File: src/rtl/fifo_flags_pkg.sv
/*
  fifo_flags_pkg: shared constants for the port control and flag block
  of the 64 x 36 two-port queue.
  assumes: imported whole by the design module; no clock of its own.
*/
package fifo_flags_pkg;

  // ----------------------------------------------------------------
  // storage shape
  // ----------------------------------------------------------------
  localparam int unsigned DATA_WIDTH  = 36;  // one long word
  localparam int unsigned DEPTH       = 64;  // long words stored
  localparam int unsigned PTR_WIDTH   = 7;   // address plus wrap bit
  localparam int unsigned BYTE_BITS   = 9;   // byte lane incl. parity
  localparam int unsigned WORD_BITS   = 18;  // word lane

  // ----------------------------------------------------------------
  // offset register values, picked by the two threshold inputs
  // ----------------------------------------------------------------
  localparam logic [4:0] OFFSET_HH = 5'h10;  // 16
  localparam logic [4:0] OFFSET_HL = 5'h0C;  // 12
  localparam logic [4:0] OFFSET_LH = 5'h08;  // 8
  localparam logic [4:0] OFFSET_LL = 5'h04;  // 4

  // ----------------------------------------------------------------
  // port b width codes {hi, lo}; both high selects the mailboxes
  // ----------------------------------------------------------------
  typedef enum logic [1:0] {
    WIDTH_LONG = 2'b00,                      // 36-bit transfers
    WIDTH_BYTE = 2'b01,                      // 9-bit transfers
    WIDTH_WORD = 2'b10,                      // 18-bit transfers
    WIDTH_MAIL = 2'b11                       // mailbox access
  } width_sel_t;

  // reset value of the read pointer copy seen by the write side:
  // wrap bit flipped, so the queue looks full until it settles
  localparam logic [6:0] RD_SYNC_RESET = 7'h40;

endpackage

File: src/rtl/fifo_port_flags.sv
/*
  fifo_port_flags: port enable decode, 64 x 36 storage, two mailboxes
  and two-stage synchronised empty, almost-empty, full and almost-full
  flags of a two-port queue, port a writing and port b reading.
  assumes: both ports sampled on sys_clk_in, inputs synchronous to it;
  reset_in held for at least four edges; the testbench resolves the
  data buses from the output enables.
*/
`timescale 1ns/100ps

// Function
// - reset release loads offset from threshold picks
// - fifo read needs select, read, strobe, not empty
// - each fifo flag passes two flops on its port clock
// - empty flag low ignores fifo reads
// - empty drops after last byte or word
// - pointers advance per long word moved
// - written word readable after two edges
// - first sync edge needs skew after write
// - full flag low ignores fifo writes
// - full flag rises second edge after read
// - first sync edge needs skew after read
// - almost-empty high above offset words stored
// - almost-empty rises second edge after write
// - flag levels follow fill table exactly
// - port a reads mailbox two, frees it
// - port a writes fifo or mailbox one
// - port b drives fifo register or mailbox one
// - port b reads mailbox one, frees it
// - port b writes mailbox two
// - full mailbox ignores writes until read
// - reset clears pointers and sets flag levels
module fifo_port_flags
  import fifo_flags_pkg::*;
#(
  parameter int unsigned WIDTH = DATA_WIDTH,  // long word bits
  parameter int unsigned WORDS = DEPTH         // storage depth
)
(
  // clock, reset, enable
  input  wire logic             sys_clk_in,
  input  wire logic             reset_in,
  input  wire logic             clk_en_in,
  // offset picks, taken at reset release
  input  wire logic             fill_threshold_pick_lo_in,
  input  wire logic             fill_threshold_pick_hi_in,
  // port a control
  input  wire logic             port_a_select_n_in,
  input  wire logic             port_a_dir_select_in,
  input  wire logic             port_a_strobe_on_in,
  input  wire logic             port_a_mailbox_pick_in,
  // port a data pin
  input  wire logic [WIDTH-1:0] port_a_data_in,
  output logic      [WIDTH-1:0] port_a_data_out,
  output logic                  port_a_data_oe_out,
  // port b control
  input  wire logic             port_b_select_n_in,
  input  wire logic             port_b_dir_select_in,
  input  wire logic             port_b_strobe_on_in,
  input  wire logic             port_b_width_sel_lo_in,
  input  wire logic             port_b_width_sel_hi_in,
  // port b data pin
  input  wire logic [WIDTH-1:0] port_b_data_in,
  output logic      [WIDTH-1:0] port_b_data_out,
  output logic                  port_b_data_oe_out,
  // flags, all active low
  output logic                  write_side_full_n_out,
  output logic                  almost_full_n_out,
  output logic                  read_side_empty_n_out,
  output logic                  almost_empty_n_out,
  output logic                  mailbox_one_flag_n_out,
  output logic                  mailbox_two_flag_n_out
);

  // ----------------------------------------------------------------
  // helpers
  // ----------------------------------------------------------------

  // binary to gray
  function automatic logic [PTR_WIDTH-1:0] to_gray(
    input logic [PTR_WIDTH-1:0] bin
  );
    return bin ^ (bin >> 1);
  endfunction

  // gray to binary
  function automatic logic [PTR_WIDTH-1:0] from_gray(
    input logic [PTR_WIDTH-1:0] gray
  );
    logic [PTR_WIDTH-1:0] bin;
    bin[PTR_WIDTH-1] = gray[PTR_WIDTH-1];
    for (int i = PTR_WIDTH - 2; i >= 0; i--)
    begin
      bin[i] = gray[i] ^ bin[i+1];
    end
    return bin;
  endfunction

  // ----------------------------------------------------------------
  // storage and state
  // ----------------------------------------------------------------
  logic [WIDTH-1:0]     mem [WORDS];     // queue storage
  logic [PTR_WIDTH-1:0] wr_ptr;          // write pointer, binary
  logic [PTR_WIDTH-1:0] rd_ptr;          // read pointer, binary
  logic [PTR_WIDTH-1:0] wr_sync1;        // write ptr gray, stage 1
  logic [PTR_WIDTH-1:0] wr_sync2;        // write ptr gray, stage 2
  logic [PTR_WIDTH-1:0] rd_sync1;        // read ptr gray, stage 1
  logic [PTR_WIDTH-1:0] rd_sync2;        // read ptr gray, stage 2
  logic [4:0]           offset;          // almost-flag offset x
  logic [WIDTH-1:0]     out_reg;         // fifo output register
  logic [1:0]           parts_left;      // lanes still unread
  logic [1:0]           cur_width;       // width of word in out_reg
  logic [WIDTH-1:0]     mailbox_one;     // a to b mail
  logic [WIDTH-1:0]     mailbox_two;     // b to a mail

  // next pointers, launched into the synchronisers as gray
  logic [PTR_WIDTH-1:0] next_wr_ptr;
  logic [PTR_WIDTH-1:0] next_rd_ptr;

  // fill levels seen by each side
  logic [PTR_WIDTH-1:0] rd_side_fill;    // words, read side view
  logic [PTR_WIDTH-1:0] wr_side_fill;    // words, write side view

  // ----------------------------------------------------------------
  // port decode
  // ----------------------------------------------------------------
  logic a_on;                            // port a selected, strobed
  logic b_on;                            // port b selected, strobed
  logic b_mail;                          // width picks both high
  logic fifo_wr;                         // fifo write this edge
  logic fifo_rd;                         // fifo read this edge
  logic pop;                             // new long word to out_reg
  logic mb1_wr;                          // mailbox one written
  logic mb1_rd;                          // mailbox one read
  logic mb2_wr;                          // mailbox two written
  logic mb2_rd;                          // mailbox two read

  assign a_on   = !port_a_select_n_in && port_a_strobe_on_in;
  assign b_on   = !port_b_select_n_in && port_b_strobe_on_in;
  assign b_mail = port_b_width_sel_hi_in && port_b_width_sel_lo_in;

  // fifo write only while a location is free
  assign fifo_wr = a_on && port_a_dir_select_in
                   && !port_a_mailbox_pick_in
                   && write_side_full_n_out;
  // fifo read only while data waits and a lane width is picked
  assign fifo_rd = b_on && !port_b_dir_select_in
                   && !b_mail
                   && read_side_empty_n_out;
  // a fresh long word leaves memory only when no lanes remain
  assign pop     = fifo_rd && (parts_left == 2'h0);

  // mail writes refused while the box still holds unread mail
  assign mb1_wr = a_on && port_a_dir_select_in
                  && port_a_mailbox_pick_in
                  && mailbox_one_flag_n_out;
  assign mb2_wr = b_on && port_b_dir_select_in && b_mail
                  && mailbox_two_flag_n_out;
  assign mb1_rd = b_on && !port_b_dir_select_in && b_mail;
  assign mb2_rd = a_on && !port_a_dir_select_in
                  && port_a_mailbox_pick_in;

  assign next_wr_ptr = wr_ptr + PTR_WIDTH'(fifo_wr);
  assign next_rd_ptr = rd_ptr + PTR_WIDTH'(pop);

  // fill from own pointer after this edge and the far synced copy,
  // so a side never takes a second access past its own limit
  assign rd_side_fill = from_gray(wr_sync2) - next_rd_ptr;
  assign wr_side_fill = next_wr_ptr - from_gray(rd_sync2);

  // ----------------------------------------------------------------
  // offset register
  // ----------------------------------------------------------------

  // held on the picks while reset stands, frozen from release on
  always_ff @(posedge sys_clk_in)
  begin
    if (reset_in)
    begin
      unique case ({fill_threshold_pick_hi_in,
                    fill_threshold_pick_lo_in})
        2'b11: offset <= OFFSET_HH;
        2'b10: offset <= OFFSET_HL;
        2'b01: offset <= OFFSET_LH;
        2'b00: offset <= OFFSET_LL;
      endcase
    end
  end

  // ----------------------------------------------------------------
  // write side
  // ----------------------------------------------------------------

  // storage write, no reset needed
  always_ff @(posedge sys_clk_in)
  begin
    if (clk_en_in && !reset_in && fifo_wr)
    begin
      mem[wr_ptr[PTR_WIDTH-2:0]] <= port_a_data_in;
    end
  end

  // write pointer
  always_ff @(posedge sys_clk_in)
  begin
    if (reset_in)
    begin
      wr_ptr <= '0;
    end
    else if (clk_en_in)
    begin
      wr_ptr <= next_wr_ptr;
    end
  end

  // read pointer into the write side: two stages, gray coded;
  // inputs share one clock, so every edge after a read is far
  // enough from it to open the first synchronising cycle
  always_ff @(posedge sys_clk_in)
  begin
    if (reset_in)
    begin
      rd_sync1 <= '0;
      rd_sync2 <= to_gray(RD_SYNC_RESET);
    end
    else if (clk_en_in)
    begin
      rd_sync1 <= to_gray(next_rd_ptr);
      rd_sync2 <= rd_sync1;
    end
  end

  // full and almost-full flags, registered off stage 2
  always_ff @(posedge sys_clk_in)
  begin
    if (reset_in)
    begin
      write_side_full_n_out <= 1'b0;
      almost_full_n_out     <= 1'b1;
    end
    else if (clk_en_in)
    begin
      // high again on the second edge after the freeing read
      write_side_full_n_out <=
        (wr_side_fill != PTR_WIDTH'(WORDS));
      // low from 64-x words upward
      almost_full_n_out <=
        (wr_side_fill < PTR_WIDTH'(WORDS) - PTR_WIDTH'(offset));
    end
  end

  // ----------------------------------------------------------------
  // read side
  // ----------------------------------------------------------------

  // read pointer
  always_ff @(posedge sys_clk_in)
  begin
    if (reset_in)
    begin
      rd_ptr <= '0;
    end
    else if (clk_en_in)
    begin
      rd_ptr <= next_rd_ptr;
    end
  end

  // write pointer into the read side, two stages, gray coded
  always_ff @(posedge sys_clk_in)
  begin
    if (reset_in)
    begin
      wr_sync1 <= '0;
      wr_sync2 <= '0;
    end
    else if (clk_en_in)
    begin
      wr_sync1 <= to_gray(next_wr_ptr);
      wr_sync2 <= wr_sync1;
    end
  end

  // output register and lane sequencing for narrow widths
  always_ff @(posedge sys_clk_in)
  begin
    if (reset_in)
    begin
      out_reg    <= '0;
      parts_left <= 2'h0;
      cur_width  <= WIDTH_LONG;
    end
    else if (clk_en_in && fifo_rd)
    begin
      if (parts_left == 2'h0)
      begin
        // fresh long word; lanes left depend on width picked now
        out_reg   <= mem[rd_ptr[PTR_WIDTH-2:0]];
        cur_width <= {port_b_width_sel_hi_in, port_b_width_sel_lo_in};
        unique case ({port_b_width_sel_hi_in, port_b_width_sel_lo_in})
          WIDTH_BYTE: parts_left <= 2'h3;
          WIDTH_WORD: parts_left <= 2'h1;
          default:    parts_left <= 2'h0;
        endcase
      end
      else
      begin
        // next lane slides down to the low bits
        out_reg <= (cur_width == WIDTH_BYTE) ?
                   (out_reg >> BYTE_BITS) : (out_reg >> WORD_BITS);
        parts_left <= parts_left - 2'h1;
      end
    end
  end

  // empty and almost-empty flags, registered off stage 2
  always_ff @(posedge sys_clk_in)
  begin
    if (reset_in)
    begin
      read_side_empty_n_out <= 1'b0;
      almost_empty_n_out    <= 1'b0;
    end
    else if (clk_en_in)
    begin
      // stays high while narrow lanes of the last word remain
      read_side_empty_n_out <= (rd_side_fill != '0)
        || (parts_left > 2'h1)
        || ((parts_left == 2'h1) && !fifo_rd)
        || (pop && (port_b_width_sel_hi_in ^ port_b_width_sel_lo_in));
      // high from x+1 stored words, second edge after the write
      almost_empty_n_out <=
        (rd_side_fill > PTR_WIDTH'(offset));
    end
  end

  // ----------------------------------------------------------------
  // mailboxes
  // ----------------------------------------------------------------

  // mail data, kept after reads
  always_ff @(posedge sys_clk_in)
  begin
    if (reset_in)
    begin
      mailbox_one <= '0;
      mailbox_two <= '0;
    end
    else if (clk_en_in)
    begin
      if (mb1_wr)
      begin
        mailbox_one <= port_a_data_in;
      end
      if (mb2_wr)
      begin
        mailbox_two <= port_b_data_in;
      end
    end
  end

  // mail flags: low on write, high on the far port's read;
  // a write in the same edge as a read wins, no mail is lost
  always_ff @(posedge sys_clk_in)
  begin
    if (reset_in)
    begin
      mailbox_one_flag_n_out <= 1'b1;
      mailbox_two_flag_n_out <= 1'b1;
    end
    else if (clk_en_in)
    begin
      if (mb1_wr)
      begin
        mailbox_one_flag_n_out <= 1'b0;
      end
      else if (mb1_rd)
      begin
        mailbox_one_flag_n_out <= 1'b1;
      end
      if (mb2_wr)
      begin
        mailbox_two_flag_n_out <= 1'b0;
      end
      else if (mb2_rd)
      begin
        mailbox_two_flag_n_out <= 1'b1;
      end
    end
  end

  // ----------------------------------------------------------------
  // bus drivers, registered
  // ----------------------------------------------------------------

  // port a drives mailbox two while selected for reading
  always_ff @(posedge sys_clk_in)
  begin
    if (reset_in)
    begin
      port_a_data_oe_out <= 1'b0;
      port_a_data_out    <= '0;
    end
    else if (clk_en_in)
    begin
      port_a_data_oe_out <= !port_a_select_n_in
                            && !port_a_dir_select_in;
      port_a_data_out    <= mailbox_two;
    end
  end

  // port b drives the output register or mailbox one
  always_ff @(posedge sys_clk_in)
  begin
    if (reset_in)
    begin
      port_b_data_oe_out <= 1'b0;
      port_b_data_out    <= '0;
    end
    else if (clk_en_in)
    begin
      port_b_data_oe_out <= !port_b_select_n_in
                            && !port_b_dir_select_in;
      port_b_data_out    <= b_mail ? mailbox_one : out_reg;
    end
  end

endmodule

File: config.mk
export PLATFORM = sky130hd
export DESIGN_NAME = fifo_port_flags
export DESIGN_NICKNAME = d
export VERILOG_FILES = /design/src/rtl/fifo_flags_pkg.sv /design/src/rtl/fifo_port_flags.sv
export SDC_FILE = /design/constraint.sdc
export NUM_CORES = 2
export LEC_CHECK = 0
export BUFFER_PORTS_ARGS = -buffer_cell sky130_fd_sc_hd__buf_2
export CAP_MARGIN = 20
export CORE_MARGIN = 3
export CORE_UTILIZATION = 30
export DETAILED_ROUTE_END_ITERATION = 10
export GPL_ROUTABILITY_DRIVEN = 0
export HOLD_SLACK_MARGIN = 0.15
export PLACE_DENSITY = 0.49
export SLEW_MARGIN = 20
export SYNTH_ARGS = -nofsm -noshare
export SYNTH_HDL_FRONTEND = slang
export SYNTH_SLANG_ARGS = --single-unit
export TNS_END_PERCENT = 100
File: constraint.sdc
create_clock -name sys_clk_in -period 5.01 [get_ports sys_clk_in]
set_input_delay 0.7515 -clock sys_clk_in [delete_from_list [all_inputs] [get_ports sys_clk_in]]
set_output_delay 0.7515 -clock sys_clk_in [all_outputs]
set_load 0.02 [all_outputs]
* Word level (Yosys, flattened, before mapping) *
Memory sizes are Yosys's and may differ from the RTL's. A register that Yosys moved wholly into a read port is not among the register bits.
Index checks and enable logic that the tools add are counted.

word-level totals
  register bits after elaboration = 239
  latch bits = 0
  bits in writable memories = 2304
  output and inout bits = 80
  logic and storage cells = 115
  ROM bits = 0
  memories = 1

cells by class
  muxes and demuxes = 14
  bitwise gates (word level) = 15
  shift-type cells = 0
  reductions and logical operators = 46
  div/mod/pow operators = 0
  equal/unequal tests = 8
  multiply operators = 0
  order comparisons = 3
  add/subtract/negate cells = 6

memories
  name  words  width  read ports  clocked after Yosys merged registers in  write ports  line                    RTL
  mem   64     36     1           1                                        1            fifo_port_flags.sv:102  logic [WIDTH-1:0] mem [WORDS];

operators by type and width
  cell                                                                   number
  36-bit 2-to-1 mux                                                      2
  27-bit 2-to-1 mux                                                      1
  1-bit logical AND                                                      25
  5-bit one-hot mux with 4 select lines                                  1
  7-bit by 1-bit adder with 7-bit output                                 2
  7-bit subtractor                                                       2
  7-bit by 6-bit XOR with 7-bit output                                   2
  1-bit XOR                                                              13
  6-bit 2-to-1 mux                                                       2
  2-bit AND reduction                                                    5
  2-bit by 1-bit == test with 1-bit output (second input constant)       4
  1-bit logical NOT                                                      8
  7-bit by 5-bit > comparator with 1-bit output                          1
  7-bit less-than comparator                                             1
  7-bit inequality test (second input constant)                          1
  7-bit nonzero test                                                     1
  7-bit by 5-bit subtractor with 7-bit output (first input constant)     1
  2-bit == test (second input constant)                                  3
  1-bit 2-to-1 mux                                                       6
  2-bit logical NOT                                                      2
  2-bit one-hot mux with 2 select lines                                  1
  2-bit nonzero test                                                     2
  1-bit logical OR                                                       3
  2-bit by 1-bit > comparator with 1-bit output (second input constant)  1
  2 further kinds                                                        2

* Logic depth before layout (Yosys ltp) *
  depth in word-level cells = 12
  gate-level depth with buffers = 19
  gate-level depth less buffers = 17

* Worst setup path after synthesis *
OpenSTA, ideal clock, no wires.

  path kind = in2reg
  start = input port port_b_width_sel_lo_in
  end = register almost_empty_n_out
  data arrival time = 3.994 ns
  path slack = 0.930 ns
  buffers on the path = 1
  stages on the path = 17
  setup time = 0.086 ns
  path through = ha_1 > nor3b_1 > and3_1 > ha_1 > buf_2 > nand3_1 > xor2_2 > ha_1 > o21ai_0 > o41ai_1 > a22oi_1 > nand4_1 > xor2_1 > ha_1 > o21a_1 > o22ai_1 > a211oi_1

on the way
  longest elaborated chain between the ends = 8

ends and longest elaborated chain
  item                                           line                    RTL
  from (decl)                                    fifo_port_flags.sv:60   input wire logic port_b_width_sel_lo_in,
  1-bit logical AND                              fifo_port_flags.sv:140  assign b_mail = port_b_width_sel_hi_in && port_b_width_sel_lo_in;
  1-bit logical NOT                              fifo_port_flags.sv:148  && !b_mail
  1-bit logical AND                              fifo_port_flags.sv:148
  1-bit logical AND                              fifo_port_flags.sv:149  && read_side_empty_n_out;
  1-bit logical AND                              fifo_port_flags.sv:151  assign pop = fifo_rd && (parts_left == 2'h0);
  7-bit by 1-bit adder with 7-bit output         fifo_port_flags.sv:164  assign next_rd_ptr = rd_ptr + PTR_WIDTH'(pop);
  7-bit subtractor                               fifo_port_flags.sv:168  assign rd_side_fill = from_gray(wr_sync2) - next_rd_ptr;
  7-bit by 5-bit > comparator with 1-bit output  fifo_port_flags.sv:333  (rd_side_fill > PTR_WIDTH'(offset));
  to (signal assigned)                           fifo_port_flags.sv:332  almost_empty_n_out <=
  to (decl)                                      fifo_port_flags.sv:70   output logic almost_empty_n_out,

No other way between the ends.
A chain may end at the register's enable or synchronous reset.

* Worst setup path after layout *
Same ends and word-level chain as after synthesis.

==> impl_metrics.json <==
{
  "top_level_ports": 166,
  "track_usage_pct": 16.6,
  "ys_ff_latch": 2545,
  "r2r-end": "almost_empty_n_out",
  "fin_area_um2": 116000,
  "largest_reg_flops": 2304,
  "clk_pin_slew_ns": 0.06,
  "placed_area_um2": 106000,
  "setup.worst_path.end_class": "flop",
  "initial_utilization_pct": 30.3,
  "io_buffer_count": 165,
  "firstDrtPassIters": 5,
  "die-height_um": 579,
  "fin_worst_skew_ns": 0.0523,
  "worstPathCellList": "dlygate4sd3_1, buf_2, ha_2, nor3b_1, and3_1, ha_1, nand3_1, xor2_2, ha_1, o21ai_0, o41ai_1, a22oi_1, nand4_1, xor2_1, ha_1, o21a_1, o22ai_1, a211oi_1",
  "setup_slack_ns": 0.671,
  "drt_iter0_drc": 5222,
  "cp.arrival_ns": 5.08,
  "crit_fanout": 9,
  "place_hpwl_um": 160000,
  "p_sw_mw": 9.15,
  "grt_pass1_wl_um": 400000,
  "clock_latency_ns": 0.89,
  "synth.cell_area_um2": 98400,
  "finalNetCount": 5693,
  "fin_crit_ns": 4.34,
  "regToRegSetupSlack_ns": 0.86,
  "routed_via_density": 5.09,
  "hold_violations": 0,
  "crit_top_cell": "ha_1",
  "required_ns": 5.75,
  "grt_remaining_overflow": 0,
  "first_global_vias": 52200,
  "maxCapViolCount": 0,
  "holdPathStages": 3,
  "tightest_slew_ns": 1.15,
  "syn_inst": 5181,
  "synth_top_cell_area_share_pct": 70.4,
  "synth.area.top_cells": "edfxtp_1 (70%), mux4_2 (10%), dfxtp_1 (4.8%), mux2i_1 (2.9%), mux2_2 (1.8%)",
  "final_util_pct": 35.6,
  "syn_area_per_cell_um2": 19.0,
  "clkPwrFrac_pct": 45.3,
  "ys_seq_area_share_pct": 75.2,
  "yosysMostFrequentCell": "edfxtp_1",
  "p_int_mw": 34.9,
  "ant_nets": 0,
  "yosys_most_used_dff": "edfxtp_1",
  "holdWs_ns": 0.206,
  "worstHoldStart": "port_b_data_in[9]",
  "powerDensity_nw_per_um2": 381,
  "cts_buffers": 284,
  "yosys_warnings": 0,
  "combinationalPowerShare_pct": 2.0,
  "critPathBufInv": 2,
  "ir_drop_uv": 249,
  "routed_wl_um": 284000,
  "reg2reg_depth": 16,
  "core_um2": 325000,
  "crit_type": "input pin to flop",
  "pre_cts_ws_ns": 0.384,
  "syn_nets": 5295,
  "vias": 51600,
  "grt_max_degree": 102,
  "post-synth-top-area-cell": "edfxtp_1",
  "pwr-share-seq_pct": 52.7,
  "area_growth_pct": 17.5,
  "synthArstFlopShare_pct": 0,
  "synth_commonest_cells": "edfxtp_1 (2307), mux4_2 (447), mux2i_1 (290), nor2_1 (247), nand2_1 (239)",
  "cp-start-kind": "input pin",
  "root_buffer": "clkbuf_16",
  "yosysUniqueCellTypes": 63,
  "drv_slew": 0,
  "drc_errors": 0,
  "cts_max_path_buffers": 4,
  "worstHoldPathType": "input pin to flop",
  "critPathMaxStageDelay_ns": 0.53,
  "cts_tree": "yes",
  "finalCritPeriodShare_pct": 86.6,
  "setup_viol_count_final": 0,
  "clock-sinks": 2545,
  "critPathTopFamily": "adder cells",
  "fmax_ghz": 0.230,
  "rows": 209,
  "grt_antenna_before_repair": 34,
  "routedWlPerCell_um": 28.0,
  "die_w_um": 579,
  "drive_gt1_share_pct": 25.6,
  "r2r_start": "wr_sync2[6]",
  "sw_frac_of_total_pct": 20.8,
  "holdPathEnd": "mailbox_two[9]",
  "h-tree-depth": 5,
  "status": "complete, no violations",
  "slew-limit-headroom_pct": 23.6,
  "die-area_um2": 335000,
  "totalNegativeSetupSlack_ns": 0,
  "synth_edf_count": 2307,
  "p_leak_nw": 35.3,
  "rsz0062_at_grt": "no",
  "critPathSlowestCell": "dlygate4sd3_1"
}
power by group through the flow:
stage                     combinational (mW)  sequential (mW)  clock (mW)
after floorplan                        0.309             23.7           0
after detailed placement               0.880             23.6           0
after CTS                              0.908             23.2        20.5
after global routing                   0.977             23.2        21.3
final                                  0.894             23.2        20.0
after global placement                 0.860             23.6           0
routing by layer:
metal / routed length (um) / track usage, % / part of all wire, % / vias up
met3: 17800 / 2.62 / 6.3 / 410
li1: - / - / - / 21900
met5: 115 / 0 / 0.041 / -
met2: 133000 / 26.6 / 47 / 1607
met1: 127000 / 23.7 / 45 / 27600
met4: 6320 / 4.02 / 2.2 / 18
placed cells by master (no fill, tap or decap), types with 14 or more instances in the layout:
cell | synthesis | routed
edfxtp_1 | 2307 | 2307
mux4_2 | 447 | 447
clkbuf_16 | 0 | 291
mux2i_1 | 290 | 290
nand2_1 | 239 | 237
dfxtp_1 | 238 | 233
a21oi_1 | 188 | 188
nor2_1 | 247 | 179
buf_4 | 8 | 171
buf_2 | 85 | 161
mux2_2 | 157 | 157
a22oi_1 | 138 | 138
o22ai_1 | 107 | 107
a221oi_1 | 78 | 78
a211oi_1 | 75 | 75
clkbuf_1 | 186 | 70
nor2_4 | 0 | 67
buf_12 | 0 | 64
clkinv_1 | 0 | 48
dlygate4sd3_1 | 0 | 42
clkinv_2 | 0 | 40
o21ai_0 | 37 | 37
xnor2_1 | 30 | 30
nor2b_1 | 31 | 28
ha_1 | 28 | 27
nor3_1 | 24 | 24
xor2_1 | 23 | 23
inv_1 | 22 | 22
a211o_1 | 17 | 17
o211ai_1 | 16 | 16
a31oi_1 | 16 | 16
nand3_1 | 14 | 14
clkbuf_8 | 1 | 14
per-stage QoR:
step	total power [mW]	instances
after global routing	45.5	10100
after global placement	24.5	9576
final	44.0	10100
after detailed placement	24.5	9576
after floorplan	24.0	5181
after CTS	44.6	10100
cell families after synthesis:
logic type | count (synthesis) | share of synthesized area [%]
adders and majority gates | 29 | 0.366
AOI/OAI and AO/OA | 701 | 4.77
DFF | 2545 | 75.2
xor gates and xnor gates | 58 | 0.589
buffers and inverters | 350 | 1.51
and+or+nand+nor | 604 | 2.58
muxes | 894 | 15.0
worst max path at each step:
stage                                     to  slack (ns)              startpoint  cells past startpoint
after floorplan           almost_empty_n_out        0.93  port_b_width_sel_lo_in                     17
after global placement    almost_empty_n_out        0.44  port_b_width_sel_lo_in                     17
after detailed placement  almost_empty_n_out        0.38  port_b_width_sel_lo_in                     17
after CTS                 almost_empty_n_out        0.80  port_b_width_sel_lo_in                     18
after global routing      almost_empty_n_out        0.32  port_b_width_sel_lo_in                     18
final                     almost_empty_n_out        0.67  port_b_width_sel_lo_in                     18
worst min-delay path, stage by stage:
cell     delay, ns
buf_2         0.10
nand2_1       0.10
a21oi_1       0.07
layout make-up:
type                    instances  area, um^2
fillers                     30400      210000
flip-flops and latches       2545       74100
multi-input cells            2286       23500
clock buffers                 375        7730
well taps                    4325        5410
repair buffers                440        3820
clock inverters               129        1120
inverters                      22        82.6
diodes                          5        12.5
repair_timing:
item / 4_1_cts / 5_1_grt
hold endpoints to repair: 40 / 0
buffers inserted: 0 / 0
resized for setup: 0 / 0
hold buffers: 42 / 0
Note: power is estimated with default switching activity, not from simulation.
